File: src/rtl/dpram_host_defines.svh
// Timing counts, pin addresses and widths for the dual-port RAM host
`ifndef DPRAM_HOST_DEFINES_SVH
`define DPRAM_HOST_DEFINES_SVH

`define DPH_PERIOD_PS      4000
`define DPH_ADDR_W         15
`define DPH_DATA_W         9
`define DPH_TMR_W          4
`define DPH_BELL_TOP       15'h7FFF
`define DPH_BELL_BELOW     15'h7FFE
`define DPH_FLAG_BIT       0

`define DPH_CYC(ns) (((ns) * 1000 + `DPH_PERIOD_PS - 1) / `DPH_PERIOD_PS)

`define DPH_WR_PULSE_NS    15
`define DPH_WR_PULSE_CYC   `DPH_CYC(`DPH_WR_PULSE_NS)
`define DPH_RD_ACCESS_NS   20
`define DPH_RD_ACCESS_CYC  `DPH_CYC(`DPH_RD_ACCESS_NS)
`define DPH_FLAG_PULSE_NS  10
`define DPH_FLAG_PULSE_CYC `DPH_CYC(`DPH_FLAG_PULSE_NS)
`define DPH_HOLD_REL_NS    15
`define DPH_HOLD_REL_CYC   `DPH_CYC(`DPH_HOLD_REL_NS)
`define DPH_REL_DATA_NS    20
`define DPH_REL_DATA_CYC   `DPH_CYC(`DPH_REL_DATA_NS)
`define DPH_OUT_OFF_NS     12
`define DPH_OUT_OFF_CYC    `DPH_CYC(`DPH_OUT_OFF_NS)
`define DPH_FLAG_W2R_NS    5
`define DPH_FLAG_W2R_CYC   `DPH_CYC(`DPH_FLAG_W2R_NS)
`define DPH_RD_CYCLE_NS    20
`define DPH_PWRUP_CYC      (`DPH_CYC(`DPH_RD_CYCLE_NS) + 1)

`endif

File: src/rtl/dpram_host_pkg.sv
// Types for the dual-port RAM host controller
package dpram_host_pkg;

  typedef enum logic [1:0]
  {
    ST_PWRUP,
    ST_IDLE,
    ST_SETUP,
    ST_ACCESS
  } state_raw_t;

  typedef enum
  {
    S_PWRUP,
    S_IDLE,
    S_SETUP,
    S_ACCESS,
    S_END
  } state_t;

  typedef enum logic [2:0]
  {
    CMD_READ,
    CMD_WRITE,
    CMD_FLAG_WRITE,
    CMD_FLAG_READ,
    CMD_RING,
    CMD_ACK
  } cmd_t;

endpackage

File: src/rtl/wait_timer_if.sv
// Load and done signals between the host sequencer and its wait timer
`timescale 1ns/1ps
`include "dpram_host_defines.svh"

interface wait_timer_if;
  logic                  load;
  logic [`DPH_TMR_W-1:0] value;
  logic                  done;

  modport ctrl (output load, output value, input done);
  modport tmr  (input load, input value, output done);
endinterface

File: src/rtl/dpram_host.sv
// Host controller driving one port of an async dual-port RAM
// Contract
// - Memory or flag select, never both
// - Address changes only while deselected
// - Address held after write end
// - Write pulse long enough; gate stays high
// - Never drive data while device drives
// - Hold strobe low after busy release
// - Flag select pulse meets minimum width
// - Gap between flag write and readback
// - Retention keeps selects inactive
// - Wait past read cycle after power-up
// - Address valid before select falls
// - Each flag read strobed by select
// - Strobe high throughout reads
// - Left top-address write rings right doorbell
// - Right below-top write rings left doorbell
`timescale 1ns/1ps
`include "dpram_host_defines.svh"

module dpram_host
  import dpram_host_pkg::*;
#(
  parameter bit SIDE_LEFT = 1'b1
)
(
  // Clock and reset
  input  wire logic                   i_clk,
  input  wire logic                   i_reset,
  // Supply status
  input  wire logic                   i_supply_ok,
  input  wire logic                   i_retention,
  // Request
  input  wire logic                   i_req_valid,
  input  wire cmd_t                   i_req_cmd,
  input  wire logic [`DPH_ADDR_W-1:0] i_req_addr,
  input  wire logic [`DPH_DATA_W-1:0] i_req_wdata,
  output      logic                   o_req_ready,
  // Response
  output      logic                   o_rsp_valid,
  output      logic [`DPH_DATA_W-1:0] o_rsp_rdata,
  output      logic                   o_doorbell,
  // Device pins
  output      logic                   o_sel_n,
  output      logic                   o_flag_select_n,
  output      logic                   o_strobe_n,
  output      logic                   o_gate_n,
  output      logic [`DPH_ADDR_W-1:0] o_addr,
  output      logic [`DPH_DATA_W-1:0] o_data,
  output      logic                   o_data_oe,
  input  wire logic [`DPH_DATA_W-1:0] i_data,
  input  wire logic                   i_busy_n,
  input  wire logic                   i_doorbell_n
);
  localparam int WR_CYC   = `DPH_WR_PULSE_CYC;
  localparam int RD_CYC   = `DPH_RD_ACCESS_CYC;
  localparam int FLAG_CYC = `DPH_FLAG_PULSE_CYC;
  localparam int GAP_CYC  = (`DPH_OUT_OFF_CYC > `DPH_FLAG_W2R_CYC) ?
                            `DPH_OUT_OFF_CYC : `DPH_FLAG_W2R_CYC;

  function automatic logic [`DPH_TMR_W-1:0] ld(input int n);
    ld = `DPH_TMR_W'(n - 1);
  endfunction

  function automatic logic is_write(input cmd_t c);
    is_write = (c == CMD_WRITE) || (c == CMD_FLAG_WRITE) ||
               (c == CMD_RING);
  endfunction

  function automatic logic is_flag(input cmd_t c);
    is_flag = (c == CMD_FLAG_WRITE) || (c == CMD_FLAG_READ);
  endfunction

  wait_timer_if tif ();

  wait_timer u_timer
  (
    .i_clk   (i_clk),
    .i_reset (i_reset),
    .tif     (tif)
  );

  state_t                 state_reg;
  state_t                 state_next;
  cmd_t                   cmd_reg;
  logic [`DPH_DATA_W-1:0] rdata_reg;
  logic                   rsp_reg;
  logic                   bell_reg;
  logic [`DPH_ADDR_W-1:0] addr_reg;
  logic [`DPH_DATA_W-1:0] wdata_reg;
  logic                   sel_reg;
  logic                   flag_reg;
  logic                   strobe_reg;
  logic                   gate_reg;
  logic                   oe_reg;

  // Decode of the request and of pin levels for the next state
  logic                   power_bad;
  logic                   req_take;
  logic                   cur_wr;
  logic                   cur_flag;
  logic                   access_done;
  logic                   in_access;
  logic [`DPH_ADDR_W-1:0] own_bell;
  logic [`DPH_ADDR_W-1:0] peer_bell;
  logic [`DPH_ADDR_W-1:0] req_addr_map;
  logic [`DPH_TMR_W-1:0]  access_load;

  assign power_bad    = !i_supply_ok || i_retention;
  assign o_req_ready  = (state_reg == S_IDLE) && !power_bad;
  assign req_take     = o_req_ready && i_req_valid;
  assign cur_wr       = is_write(cmd_reg);
  assign cur_flag     = is_flag(cmd_reg);
  assign in_access    = (state_next == S_ACCESS);
  assign access_done  = tif.done && i_busy_n;
  assign own_bell     = SIDE_LEFT ? `DPH_BELL_BELOW : `DPH_BELL_TOP;
  assign peer_bell    = SIDE_LEFT ? `DPH_BELL_TOP : `DPH_BELL_BELOW;
  assign req_addr_map = (i_req_cmd == CMD_RING) ? peer_bell :
                        (i_req_cmd == CMD_ACK)  ? own_bell :
                        i_req_addr;
  // Flag pulses never shorter than the flag update width
  assign access_load  = cur_wr ?
                        ld((WR_CYC > FLAG_CYC) ? WR_CYC : FLAG_CYC) :
                        ld((RD_CYC > FLAG_CYC) ? RD_CYC : FLAG_CYC);

  // Sequencer
  always_comb
  begin
    state_next = state_reg;
    tif.load   = 1'b0;
    tif.value  = '0;
    case (state_reg)
      S_PWRUP:
      begin
        if (power_bad)
        begin
          tif.load  = 1'b1;
          tif.value = ld(`DPH_PWRUP_CYC);
        end
        else if (tif.done && !i_retention)
          state_next = S_IDLE;
      end
      S_IDLE:
      begin
        if (req_take)
          state_next = S_SETUP;
      end
      S_SETUP:
      begin
        state_next = S_ACCESS;
        tif.load   = 1'b1;
        tif.value  = access_load;
      end
      S_ACCESS:
      begin
        if (!i_busy_n)
        begin
          tif.load  = 1'b1;
          tif.value = cur_wr ? ld(`DPH_HOLD_REL_CYC)
                             : ld(`DPH_REL_DATA_CYC);
        end
        else if (tif.done)
        begin
          state_next = S_END;
          tif.load   = 1'b1;
          tif.value  = ld(GAP_CYC);
        end
      end
      S_END:
      begin
        if (tif.done)
          state_next = S_IDLE;
      end
      default:
        state_next = S_PWRUP;
    endcase
    if (power_bad && state_reg != S_PWRUP)
    begin
      state_next = S_PWRUP;
      tif.load   = 1'b1;
      tif.value  = ld(`DPH_PWRUP_CYC);
    end
  end

  always_ff @(posedge i_clk or posedge i_reset)
  begin
    if (i_reset)
    begin
      state_reg <= S_PWRUP;
      cmd_reg   <= CMD_READ;
      addr_reg  <= '0;
      wdata_reg <= '0;
    end
    else
    begin
      state_reg <= state_next;
      if (req_take)
      begin
        cmd_reg   <= i_req_cmd;
        addr_reg  <= req_addr_map;
        wdata_reg <= i_req_wdata;
      end
    end
  end

  // Pin registers follow the next state
  always_ff @(posedge i_clk or posedge i_reset)
  begin
    if (i_reset)
    begin
      sel_reg    <= 1'b1;
      flag_reg   <= 1'b1;
      strobe_reg <= 1'b1;
      gate_reg   <= 1'b1;
      oe_reg     <= 1'b0;
    end
    else
    begin
      sel_reg    <= !(in_access && !cur_flag);
      flag_reg   <= !(in_access && cur_flag);
      strobe_reg <= !(in_access && cur_wr);
      gate_reg   <= !(in_access && !cur_wr);
      oe_reg     <= in_access && cur_wr;
    end
  end

  // Read capture, response and doorbell
  always_ff @(posedge i_clk or posedge i_reset)
  begin
    if (i_reset)
    begin
      rdata_reg <= '0;
      rsp_reg   <= 1'b0;
      bell_reg  <= 1'b0;
    end
    else
    begin
      if (state_reg == S_ACCESS && access_done && !cur_wr)
        rdata_reg <= i_data;
      rsp_reg  <= (state_reg == S_END) && tif.done && !power_bad;
      bell_reg <= !i_doorbell_n;
    end
  end

  assign o_rsp_valid     = rsp_reg;
  assign o_rsp_rdata     = rdata_reg;
  assign o_doorbell      = bell_reg;
  assign o_sel_n         = sel_reg;
  assign o_flag_select_n = flag_reg;
  assign o_strobe_n      = strobe_reg;
  assign o_gate_n        = gate_reg;
  assign o_addr          = addr_reg;
  assign o_data          = wdata_reg;
  assign o_data_oe       = oe_reg;

  // Checks
  a_sel_exclusive: assert property (@(posedge i_clk) disable iff (i_reset)
    !(!o_sel_n && !o_flag_select_n))
    else $error("memory and flag selected together");
  a_addr_quiet: assert property (@(posedge i_clk) disable iff (i_reset)
    !$stable(o_addr) |-> o_sel_n && o_flag_select_n &&
    $past(o_sel_n) && $past(o_flag_select_n))
    else $error("address moved while selected");
  a_addr_hold_end: assert property (@(posedge i_clk) disable iff (i_reset)
    $rose(o_strobe_n) |-> $stable(o_addr) ##1 $stable(o_addr))
    else $error("address not held after write end");
  a_write_pulse: assert property (@(posedge i_clk) disable iff (i_reset)
    $fell(o_strobe_n) && !i_retention |-> o_gate_n throughout
    (!o_strobe_n [*4]))
    else $error("write pulse short or gate low");
  a_no_contend: assert property (@(posedge i_clk) disable iff (i_reset)
    o_data_oe |-> o_gate_n && $past(o_gate_n, 3))
    else $error("data driven against device outputs");
  a_busy_hold: assert property (@(posedge i_clk) disable iff (i_reset)
    !i_busy_n && !o_strobe_n && !power_bad ##1 i_busy_n && !power_bad
    |=> !o_strobe_n [*3])
    else $error("strobe released early after busy");
  a_flag_pulse: assert property (@(posedge i_clk) disable iff (i_reset)
    $fell(o_flag_select_n) && !power_bad |->
    !o_flag_select_n [*3])
    else $error("flag update pulse short");
  a_flag_gap: assert property (@(posedge i_clk) disable iff (i_reset)
    $rose(o_flag_select_n) |-> o_flag_select_n [*3])
    else $error("flag readback too soon");
  a_retention: assert property (@(posedge i_clk) disable iff (i_reset)
    i_retention |=> o_sel_n && o_flag_select_n)
    else $error("select active during retention");
  a_addr_first: assert property (@(posedge i_clk) disable iff (i_reset)
    $fell(o_sel_n) |-> $stable(o_addr))
    else $error("address not valid at select");
  a_read_strobe: assert property (@(posedge i_clk) disable iff (i_reset)
    !o_gate_n |-> o_strobe_n)
    else $error("strobe low during read");
endmodule

File: src/rtl/wait_timer.sv
// Down counter that times each phase of a pin cycle
`timescale 1ns/1ps
`include "dpram_host_defines.svh"

module wait_timer
(
  // Clock and reset
  input  wire logic  i_clk,
  input  wire logic  i_reset,
  // Load and done
  wait_timer_if.tmr  tif
);
  logic [`DPH_TMR_W-1:0] cnt_reg;
  logic [`DPH_TMR_W-1:0] cnt_next;

  assign cnt_next = tif.load ? tif.value
                  : (cnt_reg != '0) ? cnt_reg - 1'b1 : cnt_reg;
  assign tif.done = (cnt_reg == '0);

  always_ff @(posedge i_clk or posedge i_reset)
  begin
    if (i_reset)
      cnt_reg <= `DPH_TMR_W'(`DPH_PWRUP_CYC - 1);
    else
      cnt_reg <= cnt_next;
  end
endmodule

File: config.mk
export PLATFORM = sky130hd
export DESIGN_NAME = dpram_host
export DESIGN_NICKNAME = d
export VERILOG_FILES = /design/src/rtl/dpram_host_pkg.sv /design/src/rtl/wait_timer_if.sv /design/src/rtl/dpram_host.sv /design/src/rtl/wait_timer.sv
export VERILOG_INCLUDE_DIRS = /design/src /design/src/rtl
export SDC_FILE = /design/constraint.sdc
export NUM_CORES = 1
export LEC_CHECK = 0
export ABC_CLOCK_PERIOD_IN_PS = 2560
export BUFFER_PORTS_ARGS = -buffer_cell sky130_fd_sc_hd__buf_2
export CORE_MARGIN = 2
export CORE_UTILIZATION = 35
export CTS_BUF_LIST = sky130_fd_sc_hd__clkbuf_8
export DETAILED_ROUTE_END_ITERATION = 12
export GPL_TIMING_DRIVEN = 1
export PLACE_DENSITY = 0.7
export SLEW_MARGIN = 25
export SYNTH_ARGS = -nofsm -noshare
export SYNTH_HDL_FRONTEND = slang
export SYNTH_SLANG_ARGS = --single-unit
File: constraint.sdc
create_clock -name i_clk -period 2.56 [get_ports i_clk]
set_clock_uncertainty 0.15 [all_clocks]
set_input_delay 0.64 -clock i_clk [delete_from_list [all_inputs] [get_ports i_clk]]
set_output_delay 0.64 -clock i_clk [all_outputs]
set_load 0.1 [all_outputs]
==> Implementation_results.wiki <==
{| class="wikitable"
! Metric !! Value
|-
| Final hold violations || 0
|-
| Cell taking the most area after synthesis || sky130_fd_sc_hd__dfrtp_1
|-
| Delay of the slowest cell on the worst path || 0.54 ns
|-
| #FFs+latches synth || 79
|-
| Main synth FF type || sky130_fd_sc_hd__dfrtp_1
|-
| Placed standard-cell area || 3870 um2
|-
| Overall die height || 98.4 um
|-
| Required time of the critical path || 1.77 ns
|-
| Number of levels the H-tree was split into || 3
|-
| Clock buffers created by TritonCTS || 9
|-
| Most common cell in the netlist || sky130_fd_sc_hd__dfrtp_1
|-
| Top cell type's share of synthesized area || 58.5%
|-
| Nature of the critical path endpoint || primary output
|-
| Cell types with the largest area share after synthesis || sky130_fd_sc_hd__dfrtp_1 59%, sky130_fd_sc_hd__dfstp_2 5.1%, sky130_fd_sc_hd__mux2_4 4.3%
|-
| Clock tree from TritonCTS || built
|-
| Slew at the pin closest to its max-slew limit || 0.594 ns
|-
| Critical Path Fanout Max || 2
|-
| Static Leakage || 0.00210 uW
|-
| Final estimated routing congestion in global placement || 0.850
|-
| Clock buffer depth || 2
|-
| First-pass GRT wire length || 9940 um
|-
| Aggregate global-route resource usage || 12.9%
|-
| Worst setup margin || -0.0673 ns
|-
| Starting utilization of the core area || 36.0%
|-
| Detail-routed via count per cell || 4.58
|-
| Total power density per cell area || 604 nW/um2
|-
| Via count || 2216
|-
| Series of cell instances along the critical path || or4_4, nor2_4, nand3_4, nor3_4, buf_12
|-
| Fmax || 381 MHz
|-
| Setup_tns || -0.0673 ns
|-
| Die width || 98.4 um
|-
| Overflow left after global routing || 0
|-
| Netlist Area Pre-Place || 3120 um2
|-
| HPWL reported at the end of detailed placement || 4130 um
|-
| Clk slew on worst S/H paths || 0.08 ns
|-
| Clock latency of the later-clocked register in the worst-skew pair || 0.34 ns
|-
| Number of clock sinks || 79
|-
| Overall die area || 9690 um2
|-
| CTS root buffer || sky130_fd_sc_hd__clkbuf_8
|-
| Async set-or-reset flop fraction in the synthesized netlist || 100%
|-
| Final Net Count || 415
|-
| Layout cells sized above 1 || 39.9%
|-
| Max-slew violation total from the final report || 0
|-
| Total iterations of the first detailed-routing run || 4
|-
| Count of antenna-violating nets left after detailed routing || 0
|-
| Synthesized area per cell || 12.5 um2
|-
| Detailed Route Iter0 Violations || 85
|-
| Initial antenna violation count || 0
|-
| Violations in the final reports || negative setup slack
|-
| Leading post-synthesis cells by instance count || 73 x sky130_fd_sc_hd__dfrtp_1, 30 x sky130_fd_sc_hd__nor2_1, 19 x sky130_fd_sc_hd__a21oi_1, 12 x sky130_fd_sc_hd__nand2_1, 10 x sky130_fd_sc_hd__mux2_2
|-
| RSZ-0062 raised after global routing || yes
|-
| Vias in the first global route || 2196
|-
| Port-buffer cells || 83
|-
| Core Area || 8680 um2
|-
| Hold Crit Class || primary input to asynchronous set/reset pin
|-
| IO Pins || 84
|-
| Post-synth EDFFs || 0
|-
| Largest register FFs || 32
|-
| Area overhead of the layout relative to synthesis || 33.0%
|-
| WS Path Type || register to primary output
|-
| Final critical-path share of the clock period || 103%
|-
| Number of distinct library cells after synthesis || 45
|-
| Total wire length after detailed routing || 5820 um
|-
| Outcome || finished with violations
|-
| Data arrival time of the critical path || 1.84 ns
|-
| Post-detailed-route DRC marker count || 0
|-
| Maximum number of pins on one net before global-route repair || 68
|-
| Final setup violating endpoints || 1
|-
| Sequential share of the synthesized area || 63.6%
|-
| Time the final worst path needs with I/O delays and setup || 2.63 ns
|-
| Type of element launching the critical path || register
|-
| Total of max-cap violations || 0
|-
| Cell Rows || 34
|-
| Diode count || 0
|-
| Worst slew slack as a fraction of its limit || 60.2%
|-
| IR Drop Worst-Case VDD || 0.374 mV
|-
| Average wire per cell in the routed design || 12.0 um
|-
| Area of all placed cells without fillers || 4150 um2
|-
| Final design utilization || 47.8%
|-
| Slowest cell on the critical path || sky130_fd_sc_hd__or4_4
|-
| Number of warnings printed during yosys synthesis || 0
|-
| Post-Synthesis Cells || 250
|}
==> report_power, final <==
group          total, uW  internal [uW]  leakage (uW)  switching [uW]
sequential          1290           1270       0.00101            10.4
combinational        112           45.1      0.000968            67.2
clock               1110            673      0.000128             437
total               2510           1990       0.00210             515
==> critical path, delay by kind of cell, from the launching register on <==
kind                   cells  cell delay [ns]
DFF                        1             0.36
and+or+nand+nor            4             0.94
buffers and inverters      1             0.20
==> area by class of cell <==
type                            instances  area [um2]
Timing Repair Buffer                   93         543
Multi-Input combinational cell        181        1210
Tap cell                              108         135
Inverter                                7        30.0
Sequential cell                        79        1980
Clock inverter                          6         108
Clock buffer                           10         138
Fill cell                             786        4530
==> metal layers <==
| metal | GRT usage [%] | vias up | part of all wire [%] |
|---|---|---|---|
| li1 | - | 1088 | - |
| met1 | 16.0 | 1055 | 43 |
| met2 | 20.4 | 63 | 50 |
| met3 | 3.62 | 10 | 4.9 |
| met4 | 7.38 | 0 | 1.8 |
| met5 | 0 | - | 0 |
==> what timing repair did <==
item	in CTS	in global routing
cloned	0	0
resized for setup	4	2
hold buffers	0	0
endpoints found under the hold margin	0	0
setup endpoints to repair	1	1
setup buffers	0	0
pin swaps	4	3
==> placed cells by master (no fill, tap or decap), drive strengths merged, types with 2 or more instances in the layout <==
master	n
buf	93
conb	29
o211ai	4
and4	3
clkbuf	10
mux2	21
o21ai	6
and2	2
inv	8
nor2b	3
mux2i	2
a211oi	3
bufinv	3
nor2	32
nor4	4
a31oi	3
nor3	9
nand2	12
or4	3
nor3b	3
dfstp	6
nand3	5
dfrtp	73
nand2b	2
a21oi	19
nand3b	2
==> kinds of logic after synthesis <==
group / Yosys count / share of synthesized area, %
AND/OR/NAND/NOR: 86 / 16.1
adder cells (fa/ha/maj): 1 / 0.401
buffers and inverters: 18 / 2.37
XOR/XNOR: 1 / 0.281
other: 1 / 0.120
flip-flops: 79 / 63.6
multiplexers: 23 / 9.30
AO/OA/AOI/OAI: 41 / 7.82
==> metrics by stage <==
step                instances  power [uW]  setup WS [ns]  hold slack [ns]
CTS                       484        2540         -0.143           0.0840
global placement          468        1420         0.0781            0.323
finish                    484        2510        -0.0673            0.101
detailed placement        468        1420         0.0804            0.329
global route              484        2620         -0.147           0.0901
floorplan                 278        1370         -0.221            0.307
==> worst paths after layout <==
kind | startpoint | endpoint | slack, ns | cells past startpoint
min | i_reset | o_data[3] | 0.10 | 2
min in group i_clk | i_doorbell_n | o_doorbell | 0.29 | 2
min reg2reg | u_timer.cnt_reg[0] | u_timer.cnt_reg[0] | 0.34 | 2
max | state_reg[13] | o_req_ready | -0.07 | 5
max reg2reg | state_reg[13] | o_rsp_rdata[8] | 0.24 | 7
max in group asynchronous | i_reset | o_strobe_n | 1.51 | 3
(Power assumes the default switching activity.)
